<file path="src/dsof_pkg.sv">
/*
  Constants, register map and carrier types for the drive status
  output flag block.
  Assumes one 10 MHz control clock and a word-aligned register port.
*/
// Overview of operation
// RL1 - low current after timer, held 100 ms minimum
// RL2 - PID active: not cancelled and run command
// RL3 - PID active stays on during slow-flow stop
// RL4 - PID sleep while stopped by slow-flow stop
// RL5 - low torque after timer, 100 ms minimum pulse
// RL6 - forward/reverse flags follow direction, low stopped
// RL7 - remote flag on in remote mode
// RL8 - run entered when ready with run command
// RL9 - thermistor flag only in no-alarm mode 2
// RL10 - loop input wire break below 2 mA
// RL11 - pump limit: all driven and increase judged
// RL12 - speed deviation flag when handling continues running
// RL13 - bus low flag with level set/clear
// RL14 - modes 2/3: continue-run level, 10 V release
// RL15 - modes 4/5: undervoltage level, 10 V release
// RL16 - maintenance when run time or starts exceed preset
// RL17 - arrival-and-detect is AND of both
// RL18 - aux motor on at level, off below hysteresis
// RL19 - aux motor forced off when PID/pump off
// RL20 - general alarm on protective trip
// RL21 - light alarm flag follows light alarm
// RL22 - mutual running: mode 52/54, two motors
// RL23 - arrival while frequency error within width
// RL24 - detect above level, release below level-hysteresis
// RL25 - terminals show assigned flag, stretch by counter
// RL26 - qualifying timers restart when condition drops
package dsof_pkg;

  // ==========================================================
  // timing
  localparam int CLK_PERIOD_NS  = 100;
  localparam int TICK_PERIOD_NS = 1000000;
  localparam int MIN_ON_MS      = 100;
  localparam int TICK_MS        = 1;
  localparam logic [15:0] MIN_ON_TICKS = 16'(MIN_ON_MS / TICK_MS);

  // ==========================================================
  // register map: byte offset = index * 4, status at 0x40
  localparam int CFG_N = 16;
  localparam logic [3:0] IDX_MODE     = 4'h0;
  localparam logic [3:0] IDX_CUR_LVL  = 4'h1;
  localparam logic [3:0] IDX_CUR_TMR  = 4'h2;
  localparam logic [3:0] IDX_TRQ_LVL  = 4'h3;
  localparam logic [3:0] IDX_TRQ_TMR  = 4'h4;
  localparam logic [3:0] IDX_BUS_LVL  = 4'h5;
  localparam logic [3:0] IDX_CONT_LVL = 4'h6;
  localparam logic [3:0] IDX_UV_LVL   = 4'h7;
  localparam logic [3:0] IDX_ARR_W    = 4'h8;
  localparam logic [3:0] IDX_DET_LVL  = 4'h9;
  localparam logic [3:0] IDX_DET_HYS  = 4'hA;
  localparam logic [3:0] IDX_AUX_LVL  = 4'hB;
  localparam logic [3:0] IDX_AUX_HYS  = 4'hC;
  localparam logic [3:0] IDX_MNT_TIME = 4'hD;
  localparam logic [3:0] IDX_MNT_STRT = 4'hE;
  localparam logic [3:0] IDX_TERM     = 4'hF;
  localparam logic [7:0] REG_STATUS   = 8'h40;
  localparam logic [31:0] CFG_RST     = 32'h0000_0000;

  // mode register fields
  localparam int MODE_PUMP_LSB = 0;
  localparam int MODE_PF_LSB   = 8;
  localparam int MODE_THM_LSB  = 12;
  localparam int MODE_DEV_BIT  = 16;
  localparam int MODE_PID_LSB  = 20;

  // ==========================================================
  // setting values
  localparam logic [1:0]  THM_NO_ALARM = 2'h2;
  localparam logic        DEV_CONTINUE = 1'b0;
  localparam logic [2:0]  PF_CONT_A    = 3'h2;
  localparam logic [2:0]  PF_CONT_B    = 3'h3;
  localparam logic [2:0]  PF_UV_A      = 3'h4;
  localparam logic [2:0]  PF_UV_B      = 3'h5;
  localparam logic [7:0]  PUMP_OFF     = 8'h00;
  localparam logic [7:0]  PUMP_MUT_A   = 8'h34;
  localparam logic [7:0]  PUMP_MUT_B   = 8'h36;
  localparam logic [1:0]  PID_OFF      = 2'h0;
  localparam logic [15:0] BREAK_UA     = 16'h07D0;
  localparam logic [16:0] PF_HYS_V     = 17'h0000A;
  localparam logic [2:0]  MUT_MIN_RUN  = 3'h2;

  // ==========================================================
  // flag indices and their assignment codes
  localparam int F_FAR = 0, F_FDT = 1, F_LOWCUR = 2, F_PIDALM = 3;
  localparam int F_PIDACT = 4, F_PIDSLP = 5, F_LOWTRQ = 6, F_FWD = 7;
  localparam int F_REV = 8, F_RMT = 9, F_RUNENT = 10, F_THM = 11;
  localparam int F_BRK = 12, F_PLIM = 13, F_SPDDEV = 14, F_BUSLOW = 15;
  localparam int F_PFDEC = 16, F_MNT = 17, F_ARRDET = 18, F_AUX = 19;
  localparam int F_LALM = 20, F_ALM = 21, F_MRUN = 22, NFLAG = 23;
  localparam logic [7:0] FLAG_CODE [NFLAG] = '{
    8'h01, 8'h02, 8'h29, 8'h2A, 8'h2B, 8'h2C, 8'h2D, 8'h34,
    8'h35, 8'h36, 8'h37, 8'h38, 8'h3B, 8'h45, 8'h4C, 8'h4D,
    8'h4F, 8'h54, 8'h57, 8'h58, 8'h62, 8'h63, 8'hB4};

  // ==========================================================
  // carriers
  typedef struct packed {
    logic       run_cmd;
    logic       running;
    logic       reverse;
    logic       ready;
    logic       pid_cancel_input;
    logic       slow_flow_stop;
    logic       remote_mode;
    logic       thermistor_hot;
    logic       speed_dev_excess;
    logic       pid_alarm;
    logic       light_alarm;
    logic       protect_trip;
    logic       pumps_all_driven;
    logic       pump_increase_judged;
    logic       run_time_tick;
    logic [2:0] motors_running;
  } dsof_status_t;

  typedef struct packed {
    logic [15:0] out_current;
    logic [15:0] torque;
    logic [15:0] loop_current_ua;
    logic [15:0] bus_volt;
    logic [15:0] out_freq;
    logic [15:0] ref_freq;
  } dsof_meas_t;

endpackage
</file>
<file path="src/dsof_flags.sv">
/*
  Drive status output flags: derives status flags from drive
  conditions and routes the assigned flag to each output terminal.
  Assumes inputs synchronous to CLOCK_IN and a single-cycle
  register strobe master.
*/
`timescale 1ns/1ps
module dsof_flags
  import dsof_pkg::*;
#(
  parameter int TICK_CYC = TICK_PERIOD_NS / CLK_PERIOD_NS,
  parameter int N_TERM   = 4
)(
  input  wire logic              CLOCK_IN,
  input  wire logic              RST_N_IN,
  input  wire logic [7:0]        ADDR_IN,
  input  wire logic [31:0]       WDATA_IN,
  input  wire logic              WR_IN,
  input  wire logic              RD_IN,
  input  wire dsof_status_t      STATUS_IN,
  input  wire dsof_meas_t        MEAS_IN,
  output logic      [N_TERM-1:0] TERM_OUT,
  output logic      [31:0]       RDATA_OUT
);

  localparam int TW = $clog2(TICK_CYC);

  // ==========================================================
  // register port
  logic [31:0] cfg_q [CFG_N];
  logic [31:0] rdata_q;
  wire  [3:0]  idx        = ADDR_IN[5:2];
  wire         cfg_hit    = (ADDR_IN[7:6] == 2'h0) &&
                            (ADDR_IN[1:0] == 2'h0);
  wire         status_hit = (ADDR_IN == REG_STATUS);
  wire [NFLAG-1:0] flags;
  wire [31:0]  rd_d = status_hit ? 32'(flags) :
                      cfg_hit    ? cfg_q[idx] : 32'h0000_0000;

  always_ff @(posedge CLOCK_IN or negedge RST_N_IN) begin
    if (!RST_N_IN) begin
      for (int i = 0; i < CFG_N; i++) begin
        cfg_q[i] <= CFG_RST;
      end
    end else if (WR_IN && cfg_hit) begin
      cfg_q[idx] <= WDATA_IN;
    end
  end

  // read data live for exactly the cycle after the strobe
  always_ff @(posedge CLOCK_IN or negedge RST_N_IN) begin
    if (!RST_N_IN) begin
      rdata_q <= 32'h0000_0000;
    end else begin
      rdata_q <= RD_IN ? rd_d : 32'h0000_0000;
    end
  end
  assign RDATA_OUT = rdata_q;

  // ==========================================================
  // setting fields
  wire [7:0]  pump_mode = cfg_q[IDX_MODE][MODE_PUMP_LSB +: 8];
  wire [2:0]  pf_mode   = cfg_q[IDX_MODE][MODE_PF_LSB +: 3];
  wire [1:0]  thm_mode  = cfg_q[IDX_MODE][MODE_THM_LSB +: 2];
  wire        dev_mode  = cfg_q[IDX_MODE][MODE_DEV_BIT];
  wire [1:0]  pid_sel   = cfg_q[IDX_MODE][MODE_PID_LSB +: 2];
  wire [15:0] det_lvl   = cfg_q[IDX_DET_LVL][15:0];
  wire [15:0] det_hys   = cfg_q[IDX_DET_HYS][15:0];
  wire [15:0] aux_lvl   = cfg_q[IDX_AUX_LVL][15:0];
  wire [15:0] aux_hys   = cfg_q[IDX_AUX_HYS][15:0];
  wire [15:0] bus_lvl   = cfg_q[IDX_BUS_LVL][15:0];
  wire [15:0] freq      = MEAS_IN.out_freq;
  wire [15:0] vbus      = MEAS_IN.bus_volt;

  // ==========================================================
  // millisecond tick
  logic [TW-1:0] tick_q;
  wire           tick = (tick_q == TW'(TICK_CYC - 1));

  always_ff @(posedge CLOCK_IN or negedge RST_N_IN) begin
    if (!RST_N_IN) begin
      tick_q <= '0;
    end else begin
      tick_q <= tick ? '0 : tick_q + TW'(1);
    end
  end

  // ==========================================================
  // timer-qualified flags with minimum on-width: 0 current, 1 torque
  wire [1:0]  tcond;
  wire [15:0] tmr [2];
  wire [1:0]  tdet;
  wire [1:0]  tflag;
  logic [15:0] tcnt_q [2];
  logic [15:0] str_q  [2];

  assign tcond[0] = MEAS_IN.out_current <= cfg_q[IDX_CUR_LVL][15:0];
  assign tcond[1] = MEAS_IN.torque < cfg_q[IDX_TRQ_LVL][15:0];
  assign tmr[0]   = cfg_q[IDX_CUR_TMR][15:0];
  assign tmr[1]   = cfg_q[IDX_TRQ_TMR][15:0];

  for (genvar c = 0; c < 2; c++) begin : g_tmr
    assign tdet[c]  = tcond[c] && (tcnt_q[c] >= tmr[c]);
    assign tflag[c] = tdet[c] || (str_q[c] != 16'h0000);  // see RL1 RL5

    always_ff @(posedge CLOCK_IN or negedge RST_N_IN) begin
      if (!RST_N_IN) begin
        tcnt_q[c] <= 16'h0000;
        str_q[c]  <= 16'h0000;
      end else begin
        if (!tcond[c]) begin
          tcnt_q[c] <= 16'h0000;  // see RL26
        end else if (tick && tcnt_q[c] < tmr[c]) begin
          tcnt_q[c] <= tcnt_q[c] + 16'h0001;
        end
        if (tdet[c]) begin
          str_q[c] <= MIN_ON_TICKS;  // see RL25
        end else if (tick && str_q[c] != 16'h0000) begin
          str_q[c] <= str_q[c] - 16'h0001;
        end
      end
    end
  end

  // ==========================================================
  // hysteresis flags
  logic fdt_q, bus_low_q, pf_q, aux_q;
  wire  fdt_on   = freq > det_lvl;
  wire  fdt_off  = ({1'b0, freq} + {1'b0, det_hys}) < {1'b0, det_lvl};
  wire  pf_cont  = (pf_mode == PF_CONT_A) || (pf_mode == PF_CONT_B);
  wire  pf_uv    = (pf_mode == PF_UV_A) || (pf_mode == PF_UV_B);
  wire [15:0] pf_ref = pf_cont ? cfg_q[IDX_CONT_LVL][15:0]
                               : cfg_q[IDX_UV_LVL][15:0];
  wire  pf_rel   = {1'b0, vbus} >= ({1'b0, pf_ref} + PF_HYS_V);
  wire  aux_kill = (pid_sel == PID_OFF) || (pump_mode == PUMP_OFF);
  wire  aux_on   = STATUS_IN.pumps_all_driven && (freq >= aux_lvl);

  always_ff @(posedge CLOCK_IN or negedge RST_N_IN) begin
    if (!RST_N_IN) begin
      fdt_q     <= 1'b0;
      bus_low_q <= 1'b0;
      pf_q      <= 1'b0;
      aux_q     <= 1'b0;
    end else begin
      if (fdt_on) begin
        fdt_q <= 1'b1;  // see RL24
      end else if (fdt_off) begin
        fdt_q <= 1'b0;
      end
      if (vbus < bus_lvl) begin
        bus_low_q <= 1'b1;  // see RL13
      end else if (vbus > bus_lvl) begin
        bus_low_q <= 1'b0;
      end
      if (!(pf_cont || pf_uv)) begin
        pf_q <= 1'b0;
      end else if (vbus < pf_ref) begin
        pf_q <= 1'b1;  // see RL14 RL15
      end else if (pf_rel) begin
        pf_q <= 1'b0;
      end
      if (aux_kill) begin
        aux_q <= 1'b0;  // see RL19
      end else if (aux_on) begin
        aux_q <= 1'b1;  // see RL18
      end else if (freq < aux_hys) begin
        aux_q <= 1'b0;
      end
    end
  end

  // ==========================================================
  // maintenance counters, saturating
  logic [15:0] rt_q, st_q;
  logic        run_prev_q;
  wire         start_ev = STATUS_IN.running && !run_prev_q;

  always_ff @(posedge CLOCK_IN or negedge RST_N_IN) begin
    if (!RST_N_IN) begin
      rt_q       <= 16'h0000;
      st_q       <= 16'h0000;
      run_prev_q <= 1'b0;
    end else begin
      run_prev_q <= STATUS_IN.running;
      if (STATUS_IN.run_time_tick && STATUS_IN.running &&
          rt_q != 16'hFFFF) begin
        rt_q <= rt_q + 16'h0001;
      end
      if (start_ev && st_q != 16'hFFFF) begin
        st_q <= st_q + 16'h0001;
      end
    end
  end

  // ==========================================================
  // flag vector
  wire [15:0] fdiff = (freq >= MEAS_IN.ref_freq) ?
                      freq - MEAS_IN.ref_freq : MEAS_IN.ref_freq - freq;
  wire frequency_arrival_flag = STATUS_IN.run_cmd && (MEAS_IN.ref_freq != 16'h0000) &&
             (fdiff <= cfg_q[IDX_ARR_W][15:0]);  // see RL23
  wire pid_act = !STATUS_IN.pid_cancel_input && STATUS_IN.run_cmd;
  wire mutual  = (pump_mode == PUMP_MUT_A) || (pump_mode == PUMP_MUT_B);

  assign flags[F_FAR]    = frequency_arrival_flag;
  assign flags[F_FDT]    = fdt_q;
  assign flags[F_LOWCUR] = tflag[0];  // see RL1
  assign flags[F_PIDALM] = STATUS_IN.pid_alarm;
  assign flags[F_PIDACT] = pid_act;  // see RL2 RL3
  assign flags[F_PIDSLP] = pid_act && STATUS_IN.slow_flow_stop;  // see RL4
  assign flags[F_LOWTRQ] = tflag[1];  // see RL5
  assign flags[F_FWD]    = STATUS_IN.running && !STATUS_IN.reverse;
  assign flags[F_REV]    = STATUS_IN.running && STATUS_IN.reverse;  // see RL6
  assign flags[F_RMT]    = STATUS_IN.remote_mode;  // see RL7
  assign flags[F_RUNENT] = STATUS_IN.run_cmd && STATUS_IN.ready;  // see RL8
  assign flags[F_THM]    = STATUS_IN.thermistor_hot &&
                           (thm_mode == THM_NO_ALARM);  // see RL9
  assign flags[F_BRK]    = MEAS_IN.loop_current_ua < BREAK_UA;  // see RL10
  assign flags[F_PLIM]   = (pump_mode != PUMP_OFF) &&
                           STATUS_IN.pumps_all_driven &&
                           STATUS_IN.pump_increase_judged;  // see RL11
  assign flags[F_SPDDEV] = STATUS_IN.speed_dev_excess &&
                           (dev_mode == DEV_CONTINUE);  // see RL12
  assign flags[F_BUSLOW] = bus_low_q;
  assign flags[F_PFDEC]  = pf_q;
  assign flags[F_MNT]    = (rt_q > cfg_q[IDX_MNT_TIME][15:0]) ||
                           (st_q > cfg_q[IDX_MNT_STRT][15:0]);  // see RL16
  assign flags[F_ARRDET] = frequency_arrival_flag && fdt_q;  // see RL17
  assign flags[F_AUX]    = aux_q;
  assign flags[F_LALM]   = STATUS_IN.light_alarm;  // see RL21
  assign flags[F_ALM]    = STATUS_IN.protect_trip;  // see RL20
  assign flags[F_MRUN]   = mutual &&
                           (STATUS_IN.motors_running >= MUT_MIN_RUN);  // see RL22

  // ==========================================================
  // terminal routing; unknown codes give a low terminal
  logic [N_TERM-1:0] term_q;
  wire  [N_TERM-1:0] term_d;
  wire  [NFLAG-1:0]  hit [N_TERM];

  for (genvar t = 0; t < N_TERM; t++) begin : g_term
    for (genvar i = 0; i < NFLAG; i++) begin : g_hit
      assign hit[t][i] = cfg_q[IDX_TERM][8*t +: 8] == FLAG_CODE[i];
    end
    assign term_d[t] = |(flags & hit[t]);  // see RL25
  end

  always_ff @(posedge CLOCK_IN or negedge RST_N_IN) begin
    if (!RST_N_IN) begin
      term_q <= '0;
    end else begin
      term_q <= term_d;
    end
  end
  assign TERM_OUT = term_q;

  // ==========================================================
  // checks
  wire [7:0] code0 = cfg_q[IDX_TERM][7:0];
endmodule

</file>
<file path="config.mk">
export PLATFORM = sky130hd
export DESIGN_NAME = dsof_flags
export DESIGN_NICKNAME = d
export VERILOG_FILES = /design/src/dsof_pkg.sv /design/src/dsof_flags.sv
export SDC_FILE = /design/constraint.sdc
export NUM_CORES = 2
export LEC_CHECK = 0
export ABC_CLOCK_PERIOD_IN_PS = 5050
export BUFFER_PORTS_ARGS = -buffer_cell sky130_fd_sc_hd__buf_4
export CAP_MARGIN = 20
export CORE_MARGIN = 4
export CORE_UTILIZATION = 30
export DETAILED_ROUTE_END_ITERATION = 7
export GPL_TIMING_DRIVEN = 0
export SLEW_MARGIN = 10
export SYNTH_ARGS = -nofsm -noshare
export SYNTH_HDL_FRONTEND = slang
export SYNTH_SLANG_ARGS = --single-unit
</file>
<file path="constraint.sdc">
create_clock -name CLOCK_IN -period 5.05 [get_ports CLOCK_IN]
set_input_delay 0 -clock CLOCK_IN [delete_from_list [all_inputs] [get_ports CLOCK_IN]]
set_output_delay 0 -clock CLOCK_IN [all_outputs]
set_load 0.05 [all_outputs]
</file>
==> impl_metrics.env <==
export IMPL_status="complete, but fails checks"
export IMPL_violations="hold timing"
export IMPL_cp_end_kind="flip-flop"
export IMPL_fin_tns_setup_ns=0
export IMPL_slew_violations=0
export IMPL_num_vias=28792
export IMPL_grt_pass1_wl_mm=195
export IMPL_period_needed_ns=4.78
export IMPL_cts_tree="built"
export IMPL_start_util=0.303
export IMPL_synthesis_nets=3761
export IMPL_die_x_um=368
export IMPL_synth_area_leader_cell="dfrtp_1"
export IMPL_mostFrequentLayoutCell="dfrtp_1"
export IMPL_final_cell_mix="663 x dfrtp_1, 480 x mux2_2, 275 x ha_1"
export IMPL_final_cells=5451
export IMPL_synth_edf_count=0
export IMPL_whs_ns=-0.0201
export IMPL_ys_flop_type="dfrtp_1"
export IMPL_drive_gt1_frac=0.272
export IMPL_static_leakage_power_nw=21.3
export IMPL_wirelength_mm=133
export IMPL_relSlewSlack=0.191
export IMPL_synth_cells=3325
export IMPL_synth_seq_cells=663
export IMPL_tightest_slew_ns=1.21
export IMPL_fill_cells=12713
export IMPL_die_y_um=368
export IMPL_async_reset_ff_frac=1.00
export IMPL_rsz0062_at_grt="false"
export IMPL_clockBufferDepth=3
export IMPL_clkLatencyLatePin_ns=0.64
export IMPL_grt_pass1_vias=29239
export IMPL_cts_buffers=75
export IMPL_area_growth_pct=18.1
export IMPL_ys_seq_area_frac=0.427
export IMPL_fp_row_count=131
export IMPL_grtUsageTotal=0.192
export IMPL_place_gp_congestion=0.921
export IMPL_fin_nets=4086
export IMPL_antenna_found_initial=19
export IMPL_post_cts_buffers=0
export IMPL_drtIter0Drc=2516
export IMPL_dr_pass1_iters=5
export IMPL_cts_sinks=663
export IMPL_wl_per_cell_um=24.3
export IMPL_via_per_inst=5.28
export IMPL_io_pin_count=194
export IMPL_vdd_ir_drop_worst_uv=239
export IMPL_final_core_util=0.358
export IMPL_hold_violations=8
export IMPL_post_dp_hpwl_mm=101
export IMPL_fin_ws_ns=0.266
export IMPL_cts_root_buffer="clkbuf_16"
export IMPL_post_synth_cell_area_avg_sq_um=11.7
export IMPL_period_share=0.947
export IMPL_hold_path_class="input pin to asynchronous set/reset pin"
export IMPL_r2r_setup_slack_ns=0.47
export IMPL_antenna_left=0
export IMPL_synth_distinct_cells=83
export IMPL_synth_warnings=0
export IMPL_critPathKind="input pin to flip-flop"
export IMPL_fp_dieArea_sq_um=135000
export IMPL_cp_max_fo=10
export IMPL_powerDensity_nw_per_um2=308
export IMPL_fmax_mhz=209
export IMPL_io_buffer_count=186
export IMPL_critical_path_arrival_ns=5.19
export IMPL_finalPower_w=0.0141
export IMPL_netlist_area_sq_um=38900
export IMPL_drc_errors=0
export IMPL_dp_cells=5253
export IMPL_grt_max_degree=110
export IMPL_synth_area_top_cells="dfrtp_1 43%, mux2_2 14%, mux4_2 9.3%"
export IMPL_cts_htree_levels=3
export IMPL_worst_ep_required_time_ns=5.46
export IMPL_yosysTopAreaCellShare=0.427
export IMPL_setup_viol=0
export IMPL_grt_overflow_total=0
export IMPL_dp_slack_ns=-0.697
export IMPL_clk_pin_slew_ns=0.06
export IMPL_critPathLaunchType="input pin"
export IMPL_timing_max_cap_violations=0
export IMPL_skew_ns=0.0362
export IMPL_core_sq_um=128000
[registers in the layout, indices dropped and copies added (netlist names)]
register / count
cfg_q: 464
RDATA_OUT: 32
str_q: 32
tcnt_q: 32
aux_hys: 16
aux_lvl: 16
bus_lvl: 16
rt_q: 16
st_q: 16
tick_q: 14
TERM_OUT: 4
aux_q: 1
bus_low_q: 1
fdt_q: 1
pf_q: 1
run_prev_q: 1
[metal layers]
metal	track usage	part of all wire
met5	0	0.00069
met3	0.0334	0.063
met2	0.302	0.45
met1	0.260	0.44
met4	0.0837	0.047
[worst paths after layout]
kind	startpoint	to	cells after the start
hold / removal	RST_N_IN	RDATA_OUT[25]$_DFF_PN0_	2
max in group asynchronous	RST_N_IN	str_q[8]$_DFFE_PN0P_	4
min in group CLOCK_IN	MEAS_IN[44]	pf_q$_DFFE_PN0P_	5
setup / recovery	MEAS_IN[16]	TERM_OUT[0]$_DFF_PN0_	23
hold reg to reg	tick_q[0]$_DFF_PN0_	tick_q[0]$_DFF_PN0_	1
setup reg to reg	cfg_q[490]$_DFFE_PN0P_	pf_q$_DFFE_PN0P_	18
[report_power, final]
| group | switching [W] | internal [W] | total, W | leakage, nW |
|---|---|---|---|---|
| clock | 0.00239 | 0.00349 | 0.00588 | 1.29 |
| sequential | 0.000285 | 0.00560 | 0.00588 | 8.95 |
| combinational | 0.00137 | 0.00102 | 0.00239 | 11.0 |
[logic make-up (layout without fill, tap and decap cells)]
group	Yosys count	in the layout	synth area share
xor+xnor	129	129	0.0291
fa+ha+maj	278	278	0.0901
flops	663	663	0.427
compound gates	453	453	0.0767
mux	676	676	0.241
simple gates	718	718	0.0955
other cells	0	10	0
buf+inv	408	795	0.0402
[metrics by stage]
step	cell area, sq um	hold slack [ns]
after detailed placement	42700	0.0543
final	45900	-0.0201
after global routing	45900	0.0349
after CTS	45800	0.00521
after floorplan	38900	-0.296
after global placement	42400	0.245
[repair_timing]
action	4_1_cts	5_1_grt
pin swaps	1	1
hold buffers	47	0
setup endpoints to repair	1	2
resized for setup	2	4
cloned	0	0
hold endpoints to repair	460	0
[Yosys cell counts, types with 31 or more instances]
cell type / count
xnor2_1: 71
nand2_1: 172
mux2i_1: 32
mux4_2: 160
buf_1: 46
nor3_1: 42
a21oi_1: 99
nand4_1: 66
mux2_2: 480
ha_1: 275
nor2_1: 143
and3_1: 31
a21o_1: 59
inv_1: 233
xor2_1: 58
clkbuf_1: 117
dfrtp_1: 663
nor2b_1: 57
nand3_1: 58
o21ai_0: 109
[cell type report]
type / instances / area (sq um) / area share
tap: 1729 / 2160 / 0.0471
sequential: 663 / 16600 / 0.362
clock buffer: 104 / 2160 / 0.0470
antenna: 10 / 25.0 / 0.000545
inverter: 233 / 878 / 0.0191
buffer: 175 / 702 / 0.0153
clock inverter: 35 / 500 / 0.0109
multi-input combinational: 2254 / 20700 / 0.452
timing repair buffer: 248 / 2140 / 0.0466
[worst max-delay path, stage by stage]
cell,delay (ns)
buf_4,0.13
clkinvlp_4,0.16
ha_1,0.20
inv_1,0.06
fa_1,0.40
a21o_1,0.22
a211o_1,0.33
a221oi_1,0.32
a21o_1,0.16
a21oi_1,0.17
clkbuf_4,0.30
a211oi_1,0.22
a21oi_1,0.11
xor2_1,0.18
ha_1,0.31
inv_1,0.04
or3_1,0.41
or2_2,0.33
a31oi_2,0.20
buf_6,0.20
nor2_1,0.07
a2111oi_1,0.30
nand3_1,0.34
(Power assumes the default switching activity.)
